`src/hw/iocmd_pkg.sv`:
```
// Package: register map, field positions and types of the command decoder
package iocmd_pkg;
	localparam logic [7:0] OFS_IDENT   = 8'h00;
	localparam logic [7:0] OFS_RDATA   = 8'h04;
	localparam logic [7:0] OFS_STWORD  = 8'h08;
	localparam logic [7:0] OFS_CTRL    = 8'h0c;
	localparam logic [7:0] OFS_WDATA   = 8'h10;
	localparam logic [7:0] OFS_LASTCMD = 8'h14;
	localparam logic [7:0] OFS_CSSTAT  = 8'h18;
	localparam logic [7:0] OFS_COUNT   = 8'h1c;
	localparam logic [7:0] OFS_DADDR   = 8'h20;
	localparam logic [7:0] OFS_SADDR   = 8'h24;
	localparam logic [7:0] OFS_CHAIN   = 8'h28;
	localparam logic [7:0] OFS_PCIID   = 8'h2c;
	localparam logic [7:0] OFS_XDONE   = 8'h30;
	localparam logic [7:0] OFS_PREP    = 8'h34;
	localparam logic [7:0] OFS_CTLW    = 8'h38;
	localparam int CTRL_BYTE    = 0;
	localparam int CTRL_SE      = 1;
	localparam int CTRL_BURST   = 2;
	localparam int CTRL_WORD    = 3;
	localparam int CTRL_CHAIN   = 4;
	localparam int CTRL_PCI     = 5;
	localparam int CTRL_DEV_LSB = 8;
	localparam logic [15:0] CTRL_RST  = 16'h0036;
	localparam logic [2:0]  IDFLG_RST = 3'b010;
	localparam logic [15:0] DATA_RST  = 16'h0000;
	localparam int CW_CHAIN = 15;
	localparam int CW_PCI   = 14;
	localparam int CW_DIR   = 13;
	localparam int CW_SE    = 11;
	localparam int CW_BURST = 0;
	localparam logic [2:0] PB_CTRL  = 3'd0;
	localparam logic [2:0] PB_P3    = 3'd3;
	localparam logic [2:0] PB_SADDR = 3'd4;
	localparam logic [2:0] PB_CHAIN = 3'd5;
	localparam logic [2:0] PB_COUNT = 3'd6;
	localparam logic [2:0] PB_DADDR = 3'd7;
	localparam int ST_BUSY  = 0;
	localparam int ST_DIR   = 1;
	localparam int ST_BURST = 2;
	localparam int ST_SE    = 3;
	localparam int ST_SPEC  = 4;
	localparam int ST_REJ   = 5;
	localparam int ST_PCI   = 6;
	localparam int ST_XFER  = 7;
	typedef enum logic [3:0] {
		C_READ = 4'h0, C_IDENT = 4'h1, C_RSTAT = 4'h2, C_WRITE = 4'h3,
		C_PREP = 4'h4, C_CTRL = 4'h5, C_DRST = 4'h6, C_START = 4'h7,
		C_STST = 4'h8, C_HALT = 4'h9, C_RSVD = 4'ha, C_CHREJ = 4'hb
	} cmd_class_t;
	typedef enum logic [2:0] {
		S_IDLE = 3'b000, S_FETCH = 3'b001, S_CHECK = 3'b010,
		S_XFER = 3'b011, S_STORE = 3'b100
	} cs_state_t;
	typedef struct packed {
		logic [7:0]  cmd;
		logic [7:0]  dev;
		logic [15:0] data;
	} imm_cmd_t;
	typedef struct packed {
		logic        done;
		logic        reject;
		logic [15:0] data;
		logic [1:0]  par;
	} cmd_rsp_t;
	typedef struct packed {
		logic        req;
		logic        we;
		logic [15:0] addr;
		logic [15:0] wdata;
	} cs_req_t;
	function automatic cmd_class_t decode_cmd(input logic [7:0] c);
		cmd_class_t r;
		r = C_RSVD;
		if (c[7])
			r = (c == 8'hf0) ? C_HALT : C_CHREJ;
		else case (c[6:4])
			3'd0, 3'd1: r = C_READ;
			3'd2: r = (c[3:0] == 4'h0) ? C_IDENT : C_RSTAT;
			3'd3: r = C_RSVD;
			3'd4, 3'd5: r = C_WRITE;
			3'd6: r = (c[3:0] == 4'h0) ? C_PREP : ((c[3:0] == 4'hf) ? C_DRST : C_CTRL);
			3'd7: r = (c[3:0] == 4'he) ? C_STST : C_START;
			default: r = C_RSVD;
		endcase
		return r;
	endfunction
endpackage

```
`src/hw/io_command_and_control_block_decoder.sv`:
```
// Command decoder and parameter block interpreter for a channel attached device
// Functional notes
// RULE_01 - Decode command byte into read, identify, status, write, prepare, control, reset, start, halt.
// RULE_02 - Device-defined modifiers pass through; fixed modifiers carry system meaning.
// RULE_03 - Issuer never sends 3X commands; device ignores them.
// RULE_04 - Start fetches the eight-word parameter block by cycle-steal reads.
// RULE_05 - Control bit 0 set means chained: continue with next block.
// RULE_06 - Control bit 1 set raises programmed interrupt after block fetch.
// RULE_07 - Control bit 2 gives direction: 0 memory to device, 1 device to memory.
// RULE_08 - Issuer sets direction one for two-way, zero for control-only blocks.
// RULE_09 - Issuer writes reserved bit 3 and unused bits as zero; unchecked.
// RULE_10 - Control bit 4 allows exception suppression with alternative action.
// RULE_11 - Control bits 8-15 are device modifier; bit 15 selects burst.
// RULE_12 - With programmed interrupt, word 3 upper byte becomes interrupt block identifier.
// RULE_13 - With suppression, word 4 is status address; residual status stored there.
// RULE_14 - With chaining, word 5 is the next block address.
// RULE_15 - Count word is unsigned byte count; word-only devices need even count.
// RULE_16 - Invalid fetched word records specification check and ends with exception.
// RULE_17 - Odd block address rejects; odd chain or status address is specification check.
// RULE_18 - Single-byte read puts byte in low byte, upper byte zero.
// RULE_19 - Every read returns correct parity on both data bytes.
// RULE_20 - Read groups 0X and 1X behave identically.
// RULE_21 - Identify word: code, controller flag, cycle-steal flag, third-party flag.
// RULE_22 - Single-byte write carries byte low; byte device ignores upper byte.
// RULE_23 - Command word holds command byte and device address; second word data.
// RULE_24 - Channel-directed commands other than halt are rejected by the channel.
// RULE_25 - No data transfer starts before all needed block words are fetched and checked.
`timescale 1ns/100ps
`default_nettype none
module io_command_and_control_block_decoder #(
	parameter int unsigned DEV_CODE = 291 // Arbitrary value
) (
	input  wire logic                 pclk,
	input  wire logic                 presetn,
	input  wire logic                 psel,
	input  wire logic                 penable,
	input  wire logic                 pwrite,
	input  wire logic [7:0]           paddr,
	input  wire logic [31:0]          pwdata,
	output logic      [31:0]          prdata,
	output logic                      pready,
	output logic                      pslverr,
	input  wire logic                 cmd_valid,
	input  wire iocmd_pkg::imm_cmd_t  cmd_in,
	output iocmd_pkg::cmd_rsp_t       cmd_rsp,
	output iocmd_pkg::cs_req_t        cs_out,
	input  wire logic                 cs_ack,
	input  wire logic [15:0]          cs_rdata,
	output logic                      xfer_start,
	output logic                      pci_event,
	output logic                      exc_event,
	output logic                      op_end,
	output logic                      busy
);
	generate
		if (DEV_CODE > 8191) begin : g_bad_code
			$error("DEV_CODE exceeds 13 bits");
		end
	endgenerate

	function automatic logic [1:0] odd_par(input logic [15:0] w);
		return {~^w[15:8], ~^w[7:0]};
	endfunction

	logic                 pready_ff;
	logic [31:0]          prdata_ff;
	logic                 pslverr_ff;
	logic [15:0]          ctrl_ff;
	logic [15:0]          rdata_ff;
	logic [15:0]          stword_ff;
	logic [2:0]           idflg_ff;
	logic [15:0]          wdata_ff;
	logic [15:0]          prep_ff;
	logic [15:0]          ctlw_ff;
	logic [19:0]          lastcmd_ff;
	iocmd_pkg::cmd_rsp_t  rsp_ff;
	iocmd_pkg::cs_state_t state_ff;
	iocmd_pkg::cs_req_t   cs_ff;
	logic [15:0]          pb_ff [0:7];
	logic [2:0]           idx_ff;
	logic [15:0]          base_ff;
	logic [15:0]          resid_ff;
	logic [7:0]           pciid_ff;
	logic                 spec_ff;
	logic                 rej_ff;
	logic                 pcif_ff;
	logic                 xfer_ff;
	logic                 xs_ff;
	logic                 pe_ff;
	logic                 ee_ff;
	logic                 oe_ff;

	// Bus decode
	wire apb_acc = psel && penable;
	wire apb_fin = apb_acc && pready_ff;
	wire apb_wr  = apb_fin && pwrite;
	wire [7:0] a = paddr;
	wire hit = (a == iocmd_pkg::OFS_IDENT) || (a == iocmd_pkg::OFS_RDATA) ||
		(a == iocmd_pkg::OFS_STWORD) || (a == iocmd_pkg::OFS_CTRL) ||
		(a == iocmd_pkg::OFS_WDATA) || (a == iocmd_pkg::OFS_LASTCMD) ||
		(a == iocmd_pkg::OFS_CSSTAT) || (a == iocmd_pkg::OFS_COUNT) ||
		(a == iocmd_pkg::OFS_DADDR) || (a == iocmd_pkg::OFS_SADDR) ||
		(a == iocmd_pkg::OFS_CHAIN) || (a == iocmd_pkg::OFS_PCIID) ||
		(a == iocmd_pkg::OFS_XDONE) || (a == iocmd_pkg::OFS_PREP) ||
		(a == iocmd_pkg::OFS_CTLW);
	wire wr_xdone = apb_wr && (a == iocmd_pkg::OFS_XDONE);
	wire wr_clr   = apb_wr && (a == iocmd_pkg::OFS_CSSTAT);

	// Identify word, code in the high bits
	wire [15:0] ident_w = {DEV_CODE[12:0], idflg_ff}; // RULE_21

	wire [15:0] cw = pb_ff[iocmd_pkg::PB_CTRL];
	wire chain_on = ctrl_ff[iocmd_pkg::CTRL_CHAIN] && cw[iocmd_pkg::CW_CHAIN]; // RULE_05
	wire pci_on   = ctrl_ff[iocmd_pkg::CTRL_PCI] && cw[iocmd_pkg::CW_PCI]; // RULE_06
	wire se_on    = ctrl_ff[iocmd_pkg::CTRL_SE] && cw[iocmd_pkg::CW_SE]; // RULE_10
	wire burst_on = ctrl_ff[iocmd_pkg::CTRL_BURST] && cw[iocmd_pkg::CW_BURST]; // RULE_11
	wire dir_in   = cw[iocmd_pkg::CW_DIR]; // RULE_07
	wire [15:0] cs_stat = {8'h00, xfer_ff, pcif_ff, rej_ff, spec_ff,
		se_on, burst_on, dir_in, (state_ff != iocmd_pkg::S_IDLE)};

	logic [15:0] rd_mux;
	always_comb begin
		case (a)
			iocmd_pkg::OFS_IDENT:   rd_mux = ident_w;
			iocmd_pkg::OFS_RDATA:   rd_mux = rdata_ff;
			iocmd_pkg::OFS_STWORD:  rd_mux = stword_ff;
			iocmd_pkg::OFS_CTRL:    rd_mux = ctrl_ff;
			iocmd_pkg::OFS_WDATA:   rd_mux = wdata_ff;
			iocmd_pkg::OFS_CSSTAT:  rd_mux = cs_stat;
			iocmd_pkg::OFS_COUNT:   rd_mux = pb_ff[iocmd_pkg::PB_COUNT];
			iocmd_pkg::OFS_DADDR:   rd_mux = pb_ff[iocmd_pkg::PB_DADDR];
			iocmd_pkg::OFS_SADDR:   rd_mux = pb_ff[iocmd_pkg::PB_SADDR];
			iocmd_pkg::OFS_CHAIN:   rd_mux = pb_ff[iocmd_pkg::PB_CHAIN];
			iocmd_pkg::OFS_PCIID:   rd_mux = {8'h00, pciid_ff};
			iocmd_pkg::OFS_XDONE:   rd_mux = resid_ff;
			iocmd_pkg::OFS_PREP:    rd_mux = prep_ff;
			iocmd_pkg::OFS_CTLW:    rd_mux = ctlw_ff;
			default:                rd_mux = 16'h0000;
		endcase
	end
	wire [31:0] rd_word = (a == iocmd_pkg::OFS_LASTCMD) ? {12'h000, lastcmd_ff} : {16'h0000, rd_mux};

	// One wait state on every access
	always_ff @(posedge pclk or negedge presetn) begin
		if (!presetn) begin
			pready_ff  <= 1'b0;
			prdata_ff  <= 32'h0000_0000;
			pslverr_ff <= 1'b0;
		end else begin
			pready_ff  <= apb_acc && !pready_ff;
			prdata_ff  <= (apb_acc && !pready_ff && !pwrite) ? rd_word : 32'h0000_0000;
			pslverr_ff <= apb_acc && !pready_ff && !hit;
		end
	end

	always_ff @(posedge pclk or negedge presetn) begin
		if (!presetn) begin
			ctrl_ff   <= iocmd_pkg::CTRL_RST;
			rdata_ff  <= iocmd_pkg::DATA_RST;
			stword_ff <= iocmd_pkg::DATA_RST;
			idflg_ff  <= iocmd_pkg::IDFLG_RST;
		end else if (apb_wr) begin
			if (a == iocmd_pkg::OFS_CTRL)
				ctrl_ff <= pwdata[15:0];
			if (a == iocmd_pkg::OFS_RDATA)
				rdata_ff <= pwdata[15:0];
			if (a == iocmd_pkg::OFS_STWORD)
				stword_ff <= pwdata[15:0];
			if (a == iocmd_pkg::OFS_IDENT)
				idflg_ff <= pwdata[2:0];
		end
	end

	// Immediate command decode
	wire [7:0] dev_addr = ctrl_ff[iocmd_pkg::CTRL_DEV_LSB +: 8];
	wire byte_mode = ctrl_ff[iocmd_pkg::CTRL_BYTE];
	wire iocmd_pkg::cmd_class_t cls = iocmd_pkg::decode_cmd(cmd_in.cmd); // RULE_01 RULE_02 RULE_20
	wire mine = cmd_valid && (cmd_in.dev == dev_addr); // RULE_23
	// Reserved and channel-directed codes other than halt are left to the channel
	wire served = mine && (cls != iocmd_pkg::C_RSVD) && (cls != iocmd_pkg::C_CHREJ); // RULE_03 RULE_24
	wire do_halt = cmd_valid && (cls == iocmd_pkg::C_HALT);
	wire do_drst = mine && (cls == iocmd_pkg::C_DRST);
	wire abort = do_halt || do_drst;
	wire is_start = mine && ((cls == iocmd_pkg::C_START) || (cls == iocmd_pkg::C_STST));
	wire start_bad = is_start && ((state_ff != iocmd_pkg::S_IDLE) || cmd_in.data[0]); // RULE_17
	wire start_ok = is_start && !start_bad;
	wire [15:0] byte_low = {8'h00, cmd_in.data[7:0]};

	logic [15:0] rsp_data;
	always_comb begin
		case (cls)
			iocmd_pkg::C_READ:  rsp_data = byte_mode ? {8'h00, rdata_ff[7:0]} : rdata_ff; // RULE_18
			iocmd_pkg::C_IDENT: rsp_data = ident_w;
			iocmd_pkg::C_RSTAT: rsp_data = stword_ff;
			default:            rsp_data = 16'h0000;
		endcase
	end

	always_ff @(posedge pclk or negedge presetn) begin
		if (!presetn) begin
			rsp_ff     <= '0;
			wdata_ff   <= iocmd_pkg::DATA_RST;
			prep_ff    <= iocmd_pkg::DATA_RST;
			ctlw_ff    <= iocmd_pkg::DATA_RST;
			lastcmd_ff <= 20'h00000;
		end else begin
			rsp_ff.done   <= served && !do_halt;
			rsp_ff.reject <= start_bad;
			rsp_ff.data   <= served ? rsp_data : 16'h0000;
			rsp_ff.par    <= odd_par(served ? rsp_data : 16'h0000); // RULE_19
			if (served)
				lastcmd_ff <= {cls, cmd_in.cmd, cmd_in.dev};
			if (served && cls == iocmd_pkg::C_WRITE)
				wdata_ff <= byte_mode ? byte_low : cmd_in.data; // RULE_22
			if (served && cls == iocmd_pkg::C_PREP)
				prep_ff <= cmd_in.data;
			if (served && cls == iocmd_pkg::C_CTRL)
				ctlw_ff <= cmd_in.data;
		end
	end

	// Parameter block checks after the fetch
	wire odd_chain = chain_on && pb_ff[iocmd_pkg::PB_CHAIN][0]; // RULE_17
	wire odd_stat  = se_on && pb_ff[iocmd_pkg::PB_SADDR][0]; // RULE_17
	wire odd_count = ctrl_ff[iocmd_pkg::CTRL_WORD] && pb_ff[iocmd_pkg::PB_COUNT][0]; // RULE_15
	wire spec_bad  = odd_chain || odd_stat || odd_count; // RULE_16
	wire [15:0] next_addr = base_ff + {12'h000, idx_ff + 3'd1, 1'b0};

	always_ff @(posedge pclk or negedge presetn) begin
		if (!presetn) begin
			state_ff <= iocmd_pkg::S_IDLE;
			cs_ff    <= '0;
			idx_ff   <= 3'd0;
			base_ff  <= 16'h0000;
			resid_ff <= 16'h0000;
			pciid_ff <= 8'h00;
			spec_ff  <= 1'b0;
			rej_ff   <= 1'b0;
			pcif_ff  <= 1'b0;
			xfer_ff  <= 1'b0;
			xs_ff    <= 1'b0;
			pe_ff    <= 1'b0;
			ee_ff    <= 1'b0;
			oe_ff    <= 1'b0;
			for (int i = 0; i < 8; i++)
				pb_ff[i] <= 16'h0000;
		end else begin
			xs_ff <= 1'b0;
			pe_ff <= 1'b0;
			ee_ff <= 1'b0;
			oe_ff <= 1'b0;
			// Set wins over a clear in the same cycle
			if (wr_clr) begin
				spec_ff <= spec_ff && !pwdata[iocmd_pkg::ST_SPEC];
				rej_ff  <= rej_ff && !pwdata[iocmd_pkg::ST_REJ];
				pcif_ff <= pcif_ff && !pwdata[iocmd_pkg::ST_PCI];
			end
			if (start_bad)
				rej_ff <= 1'b1;
			if (xfer_ff && wr_xdone)
				resid_ff <= pwdata[15:0];
			if (abort) begin
				state_ff <= iocmd_pkg::S_IDLE;
				cs_ff    <= '0;
				xfer_ff  <= 1'b0;
			end else begin
				case (state_ff)
					iocmd_pkg::S_IDLE: begin
						if (start_ok) begin
							base_ff  <= cmd_in.data;
							idx_ff   <= 3'd0;
							cs_ff    <= '{req: 1'b1, we: 1'b0, addr: cmd_in.data, wdata: 16'h0000}; // RULE_04
							state_ff <= iocmd_pkg::S_FETCH;
						end
					end
					iocmd_pkg::S_FETCH: begin
						if (cs_ack) begin
							pb_ff[idx_ff] <= cs_rdata;
							idx_ff        <= idx_ff + 3'd1;
							cs_ff.addr    <= next_addr;
							if (idx_ff == 3'd7) begin
								cs_ff.req <= 1'b0;
								state_ff  <= iocmd_pkg::S_CHECK;
							end
						end
					end
					iocmd_pkg::S_CHECK: begin
						if (pci_on) begin
							pe_ff    <= 1'b1; // RULE_06
							pcif_ff  <= 1'b1;
							pciid_ff <= pb_ff[iocmd_pkg::PB_P3][15:8]; // RULE_12
						end
						if (spec_bad) begin
							spec_ff  <= 1'b1; // RULE_16
							ee_ff    <= 1'b1;
							oe_ff    <= 1'b1;
							state_ff <= iocmd_pkg::S_IDLE;
						end else begin
							xs_ff    <= 1'b1; // RULE_25
							xfer_ff  <= 1'b1;
							state_ff <= iocmd_pkg::S_XFER;
						end
					end
					iocmd_pkg::S_XFER: begin
						// Software reports the end of the data phase
						if (wr_xdone) begin
							xfer_ff <= 1'b0;
							if (se_on) begin
								cs_ff <= '{req: 1'b1, we: 1'b1, addr: pb_ff[iocmd_pkg::PB_SADDR],
									wdata: pwdata[15:0]}; // RULE_13
								state_ff <= iocmd_pkg::S_STORE;
							end else if (chain_on) begin
								base_ff  <= pb_ff[iocmd_pkg::PB_CHAIN]; // RULE_14
								idx_ff   <= 3'd0;
								cs_ff    <= '{req: 1'b1, we: 1'b0, addr: pb_ff[iocmd_pkg::PB_CHAIN], wdata: 16'h0000};
								state_ff <= iocmd_pkg::S_FETCH;
							end else begin
								oe_ff    <= 1'b1;
								state_ff <= iocmd_pkg::S_IDLE;
							end
						end
					end
					iocmd_pkg::S_STORE: begin
						if (cs_ack) begin
							if (chain_on) begin
								base_ff  <= pb_ff[iocmd_pkg::PB_CHAIN]; // RULE_05
								idx_ff   <= 3'd0;
								cs_ff    <= '{req: 1'b1, we: 1'b0, addr: pb_ff[iocmd_pkg::PB_CHAIN], wdata: 16'h0000};
								state_ff <= iocmd_pkg::S_FETCH;
							end else begin
								cs_ff    <= '0;
								oe_ff    <= 1'b1;
								state_ff <= iocmd_pkg::S_IDLE;
							end
						end
					end
					default: state_ff <= iocmd_pkg::S_IDLE;
				endcase
			end
		end
	end

	// Busy mirrors a flop so that it stays glitch free
	logic busy_ff;
	always_ff @(posedge pclk or negedge presetn) begin
		if (!presetn)
			busy_ff <= 1'b0;
		else
			busy_ff <= !abort && (start_ok || ((state_ff != iocmd_pkg::S_IDLE) && !oe_ff) ||
				(state_ff == iocmd_pkg::S_FETCH) || (state_ff == iocmd_pkg::S_XFER));
	end

	assign prdata     = prdata_ff;
	assign pready     = pready_ff;
	assign pslverr    = pslverr_ff;
	assign cmd_rsp    = rsp_ff;
	assign cs_out     = cs_ff;
	assign xfer_start = xs_ff;
	assign pci_event  = pe_ff;
	assign exc_event  = ee_ff;
	assign op_end     = oe_ff;
	assign busy       = busy_ff;
endmodule
`default_nettype wire

```
`config.mk`:
```
export PLATFORM = sky130hd
export DESIGN_NAME = io_command_and_control_block_decoder
export DESIGN_NICKNAME = d
export VERILOG_FILES = /design/src/hw/iocmd_pkg.sv /design/src/hw/io_command_and_control_block_decoder.sv
export SDC_FILE = /design/constraint.sdc
export NUM_CORES = 1
export LEC_CHECK = 0
export ABC_AREA = 1
export BUFFER_PORTS_ARGS = -buffer_cell sky130_fd_sc_hd__clkbuf_2
export CORE_MARGIN = 2
export CORE_UTILIZATION = 42
export CTS_CLUSTER_DIAMETER = 150
export DETAILED_ROUTE_END_ITERATION = 7
export GPL_ROUTABILITY_DRIVEN = 0
export PLACE_DENSITY_LB_ADDON = 0.3
export SYNTH_ARGS = -nofsm -noshare
export SYNTH_HDL_FRONTEND = slang
export SYNTH_SLANG_ARGS = --single-unit
```
`constraint.sdc`:
```
create_clock -name pclk -period 2.53 [get_ports pclk]
set_input_delay 0.506 -clock pclk [delete_from_list [all_inputs] [get_ports pclk]]
set_output_delay 0.506 -clock pclk [all_outputs]
set_load 0.05 [all_outputs]
```
==> key figures <==
Yosys
  • Syn avg cell area: 8.12 um^2
  • Cell taking the most area after synthesis: dfrtp_1
  • Ys async rst share: 100%
  • Synth top area share: 51.1%
  • Mapped Area: 15800 um^2
  • Largest cells by area after synthesis: dfrtp_1 51%, nand2_1 13%, o21ai_0 6.4%, inv_1 5.4%, nor2_1 3.4%
  • Yosys warning count: 0
  • Sequential area share after synthesis: 51.9%
  • Number of flops mapped to enable cells by yosys: 0
  • Flops & latches, synth: 327
  • Syn Inst Count: 1945
  • Most common flop cell mapped by yosys: dfrtp_1
  • Library cells used by synthesis: 56

Place
  • Cell Area, Placed: 18300 um^2
  • Port Buffers: 159
  • DPL Wire Length: 41100 um
  • Setup WS pre-CTS: -0.206 ns

Floorplan
  • Initial core utilization: 42.3%
  • Die area: 39100 um^2
  • Die width: 198 um
  • Num ports: 188
  • Die Ht: 198 um
  • Rows: 71
  • Area of the core: 37300 um^2

Clock network
  • Reg clk slew, reported paths: 0.06 ns
  • CTS Sinks: 327
  • Max clock buf depth: 3
  • Clk_lat worst skew: 0.56 ns
  • CTS Buf Count: 38
  • Root Driver: clkbuf_16
  • H-tree levels: 2
  • CTS tree: built

Job
  • Max cap viols: 0

Worst setup path
  • R2R Path End: cs_out[31]
  • Critical Path AT: 3.07 ns
  • Crit start category: flip-flop
  • R2R cell count: 19
  • Crit path required time: 3.04 ns
  • Crit path largest cell delay: 0.43 ns
  • RR Startpoint: idx_ff[0]
  • Crit end category: flip-flop
  • CP cell instances: ha_4 > inv_2 > fa_2 > inv_2 > nand2_2 > a21oi_2 > and2_4 > nand3_4 > nor2_4 > nand3_2 > inv_2 > nand3_2 > nand2_1 > nand3_1 > o21ai_1 > nor2_1 > nor2_1 > nand2_1 > nand2_1
  • Kind of critical path: reg2reg
  • Setup slack, reg-to-reg: -0.03 ns
  • Worst Path Max Fanout: 4
  • Slowest-stage cell, CP: dfrtp_2

Final layout
  • Fraction of layout cells with a size suffix above 1: 21.4%
  • Area growth from synthesis to final layout: 26.0%
  • Finished Cell Area: 19900 um^2
  • Fin nets: 2353
  • Final Core Density: 53.3%

Global route
  • GRT Util Overall: 28.1%
  • Initial antenna violation count: 0
  • Vias in the first global route: 14500
  • GRT overflow: 0
  • First-pass GRT wire length: 83000 um
  • Largest net degree at the start of global routing: 74

Power
  • Pleak: 9.94 nW
  • Pwr/cell area: 841 nW/um^2
  • IR drop worst, VDD: 0.660 mV
  • Overall power: 16.7 mW

Run status
  • Failing checks: setup timing
  • Status: finished, violations left

Drt
  • DRC: 0
  • DR iter-0 viols: 1451
  • Vias per Instance: 5.43
  • WL/cell: 19.5 um
  • Drt pass-1 iters: 6
  • Detailed-route via count: 15000
  • Detail Route Antenna Nets: 0
  • Total wire length: 53800 um

STA
  • Slew at the pin closest to its max-slew limit: 0.718 ns
  • Setup Viol. Count Final: 2
  • Slew Viols, Final: 0
  • PnR worst setup slack: -0.0286 ns
  • Final hold vios: 0
  • Hold slack: 0.167 ns
  • Fmax: 0.391 GHz
  • RSZ-0062 raised after global routing: yes
  • Worst clock skew: 0.0289 ns
  • Fin crit period: 2.56 ns
  • Worst-case headroom to the max-slew limit: 51.6%
  • Final period util: 101%

Worst hold path
  • Hold path cells: 3
  • HP Start: pwdata[7]
  • Hold endpoint: cs_out[7]
  • Hold Path Class: in2reg
## where the power goes
part           switching (mW)  leakage (nW)  internal (mW)
logic                    2.90          5.04           1.47
clock network            2.22         0.630           3.52
registers               0.557          4.26           6.05
total                    5.68          9.94           11.0
## metal layers
| metal | vias up | share of wire, % | routed length, um | global-route usage [%] |
|---|---|---|---|---|
| met3 | 138 | 8.0 | 4320 | 5.35 |
| li1 | 7029 | - | - | - |
| met4 | 0 | 5.3 | 2840 | 14.2 |
| met2 | 658 | 45 | 24400 | 44.4 |
| met5 | - | 0 | 0 | 0 |
| met1 | 7145 | 41 | 22200 | 37.0 |
## through the flow
step / setup TNS (ns) / cells
6_report: -0.0451 / 2755
5_1_grt: -0.915 / 2754
4_1_cts: -0.00263 / 2747
3_5_place_dp: -11.40 / 2674
3_3_place_gp: -2.80 / 2674
2_1_floorplan: 0 / 1956
## flip-flops by register name, indices dropped and copies added (netlist names), 20 cells and up
name / cells
lastcmd_ff: 20
prdata: 20
cmd_rsp: 20
pb_ff: 72
cs_out: 34
## cells in the mapped netlist (all sizes together) (2+ instances only)
| master | n |
|---|---|
| nand3 | 90 |
| a2111oi | 3 |
| xnor2 | 2 |
| a21oi | 43 |
| o2111ai | 7 |
| nand4 | 42 |
| dfrtp | 322 |
| dfstp | 5 |
| o31ai | 12 |
| a31oi | 3 |
| nor4 | 2 |
| buf | 43 |
| a221oi | 35 |
| nand2 | 551 |
| a211oi | 3 |
| a22o | 3 |
| o21a | 10 |
| nand3b | 2 |
| nor3 | 13 |
| o22ai | 23 |
| a41oi | 11 |
| o21ai | 251 |
| o211ai | 7 |
| o221ai | 2 |
| clkbuf | 43 |
| nor2 | 155 |
| ha | 5 |
| inv | 236 |
| o2bb2ai | 2 |
| o2111a | 2 |
| clkinv | 6 |
| a32o | 3 |
## cells by family (layout without fill, tap and decap cells)
| family | Yosys count | count (layout) | share of synthesized area (%) |
|---|---|---|---|
| XOR/XNOR | 2 | 2 | 0.111 |
| AND/OR/NAND/NOR | 858 | 858 | 22.9 |
| AO/OA/AOI/OAI | 423 | 423 | 16.0 |
| other | 1 | 13 | 0.0238 |
| adder cells (fa/ha/maj) | 6 | 6 | 0.523 |
| flip-flops | 327 | 327 | 51.9 |
| buffers and inverters | 328 | 652 | 8.50 |
## placed cells by master (no fill, tap or decap), types with 6 or more instances in the layout
cell type / count
a21oi_1: 40
a221oi_1: 35
a41oi_1: 11
buf_12: 19
buf_4: 162
clkbuf_1: 9
clkbuf_16: 39
clkbuf_2: 158
clkbuf_8: 6
clkinv_1: 6
conb_1: 12
dfrtp_1: 321
inv_1: 220
inv_2: 16
nand2_1: 536
nand2_2: 15
nand3_1: 82
nand4_1: 39
nor2_1: 135
nor2_2: 14
nor3_1: 11
o2111ai_1: 6
o211ai_1: 7
o21a_1: 10
o21ai_0: 198
o21ai_1: 51
o22ai_1: 23
o31ai_1: 10
## how the worst max path moves through the flow
| stage | from | endpoint | slack [ns] |
|---|---|---|---|
| floorplan | idx_ff[0] | cs_out[31] | 0.02 |
| global placement | idx_ff[0] | cs_out[31] | -0.21 |
| detailed placement | idx_ff[0] | cs_out[31] | -0.21 |
| CTS | idx_ff[0] | cs_out[28] | -0.002 |
| global route | idx_ff[0] | cs_out[31] | -0.24 |
| finish | idx_ff[0] | cs_out[31] | -0.03 |
## timing repair
item / CTS / global route
endpoints found under the hold margin: 64 / 0
pin swaps: 15 / 23
setup endpoints to repair: 6 / 74
gates resized for setup: 22 / 18
setup buffers: 4 / 7
hold buffers: 1 / 0
## cell type report
type / count / area [um^2]
fill: 3546 / 17400
sequential: 327 / 8190
multi-input combinational: 1301 / 6460
timing repair buffer: 342 / 2420
clock buffer: 54 / 1090
inverter: 242 / 908
tap: 474 / 593
clock inverter: 14 / 206
antenna: 1 / 2.50
## critical path: cells and delay by family (launching register included)
kind	cells	cell delay, ns
buf+inv	3	0.21
compound gates	2	0.22
simple gates	12	1.02
flops	1	0.43
fa+ha+maj	2	0.62
Note: power is estimated with default switching activity, not from simulation.
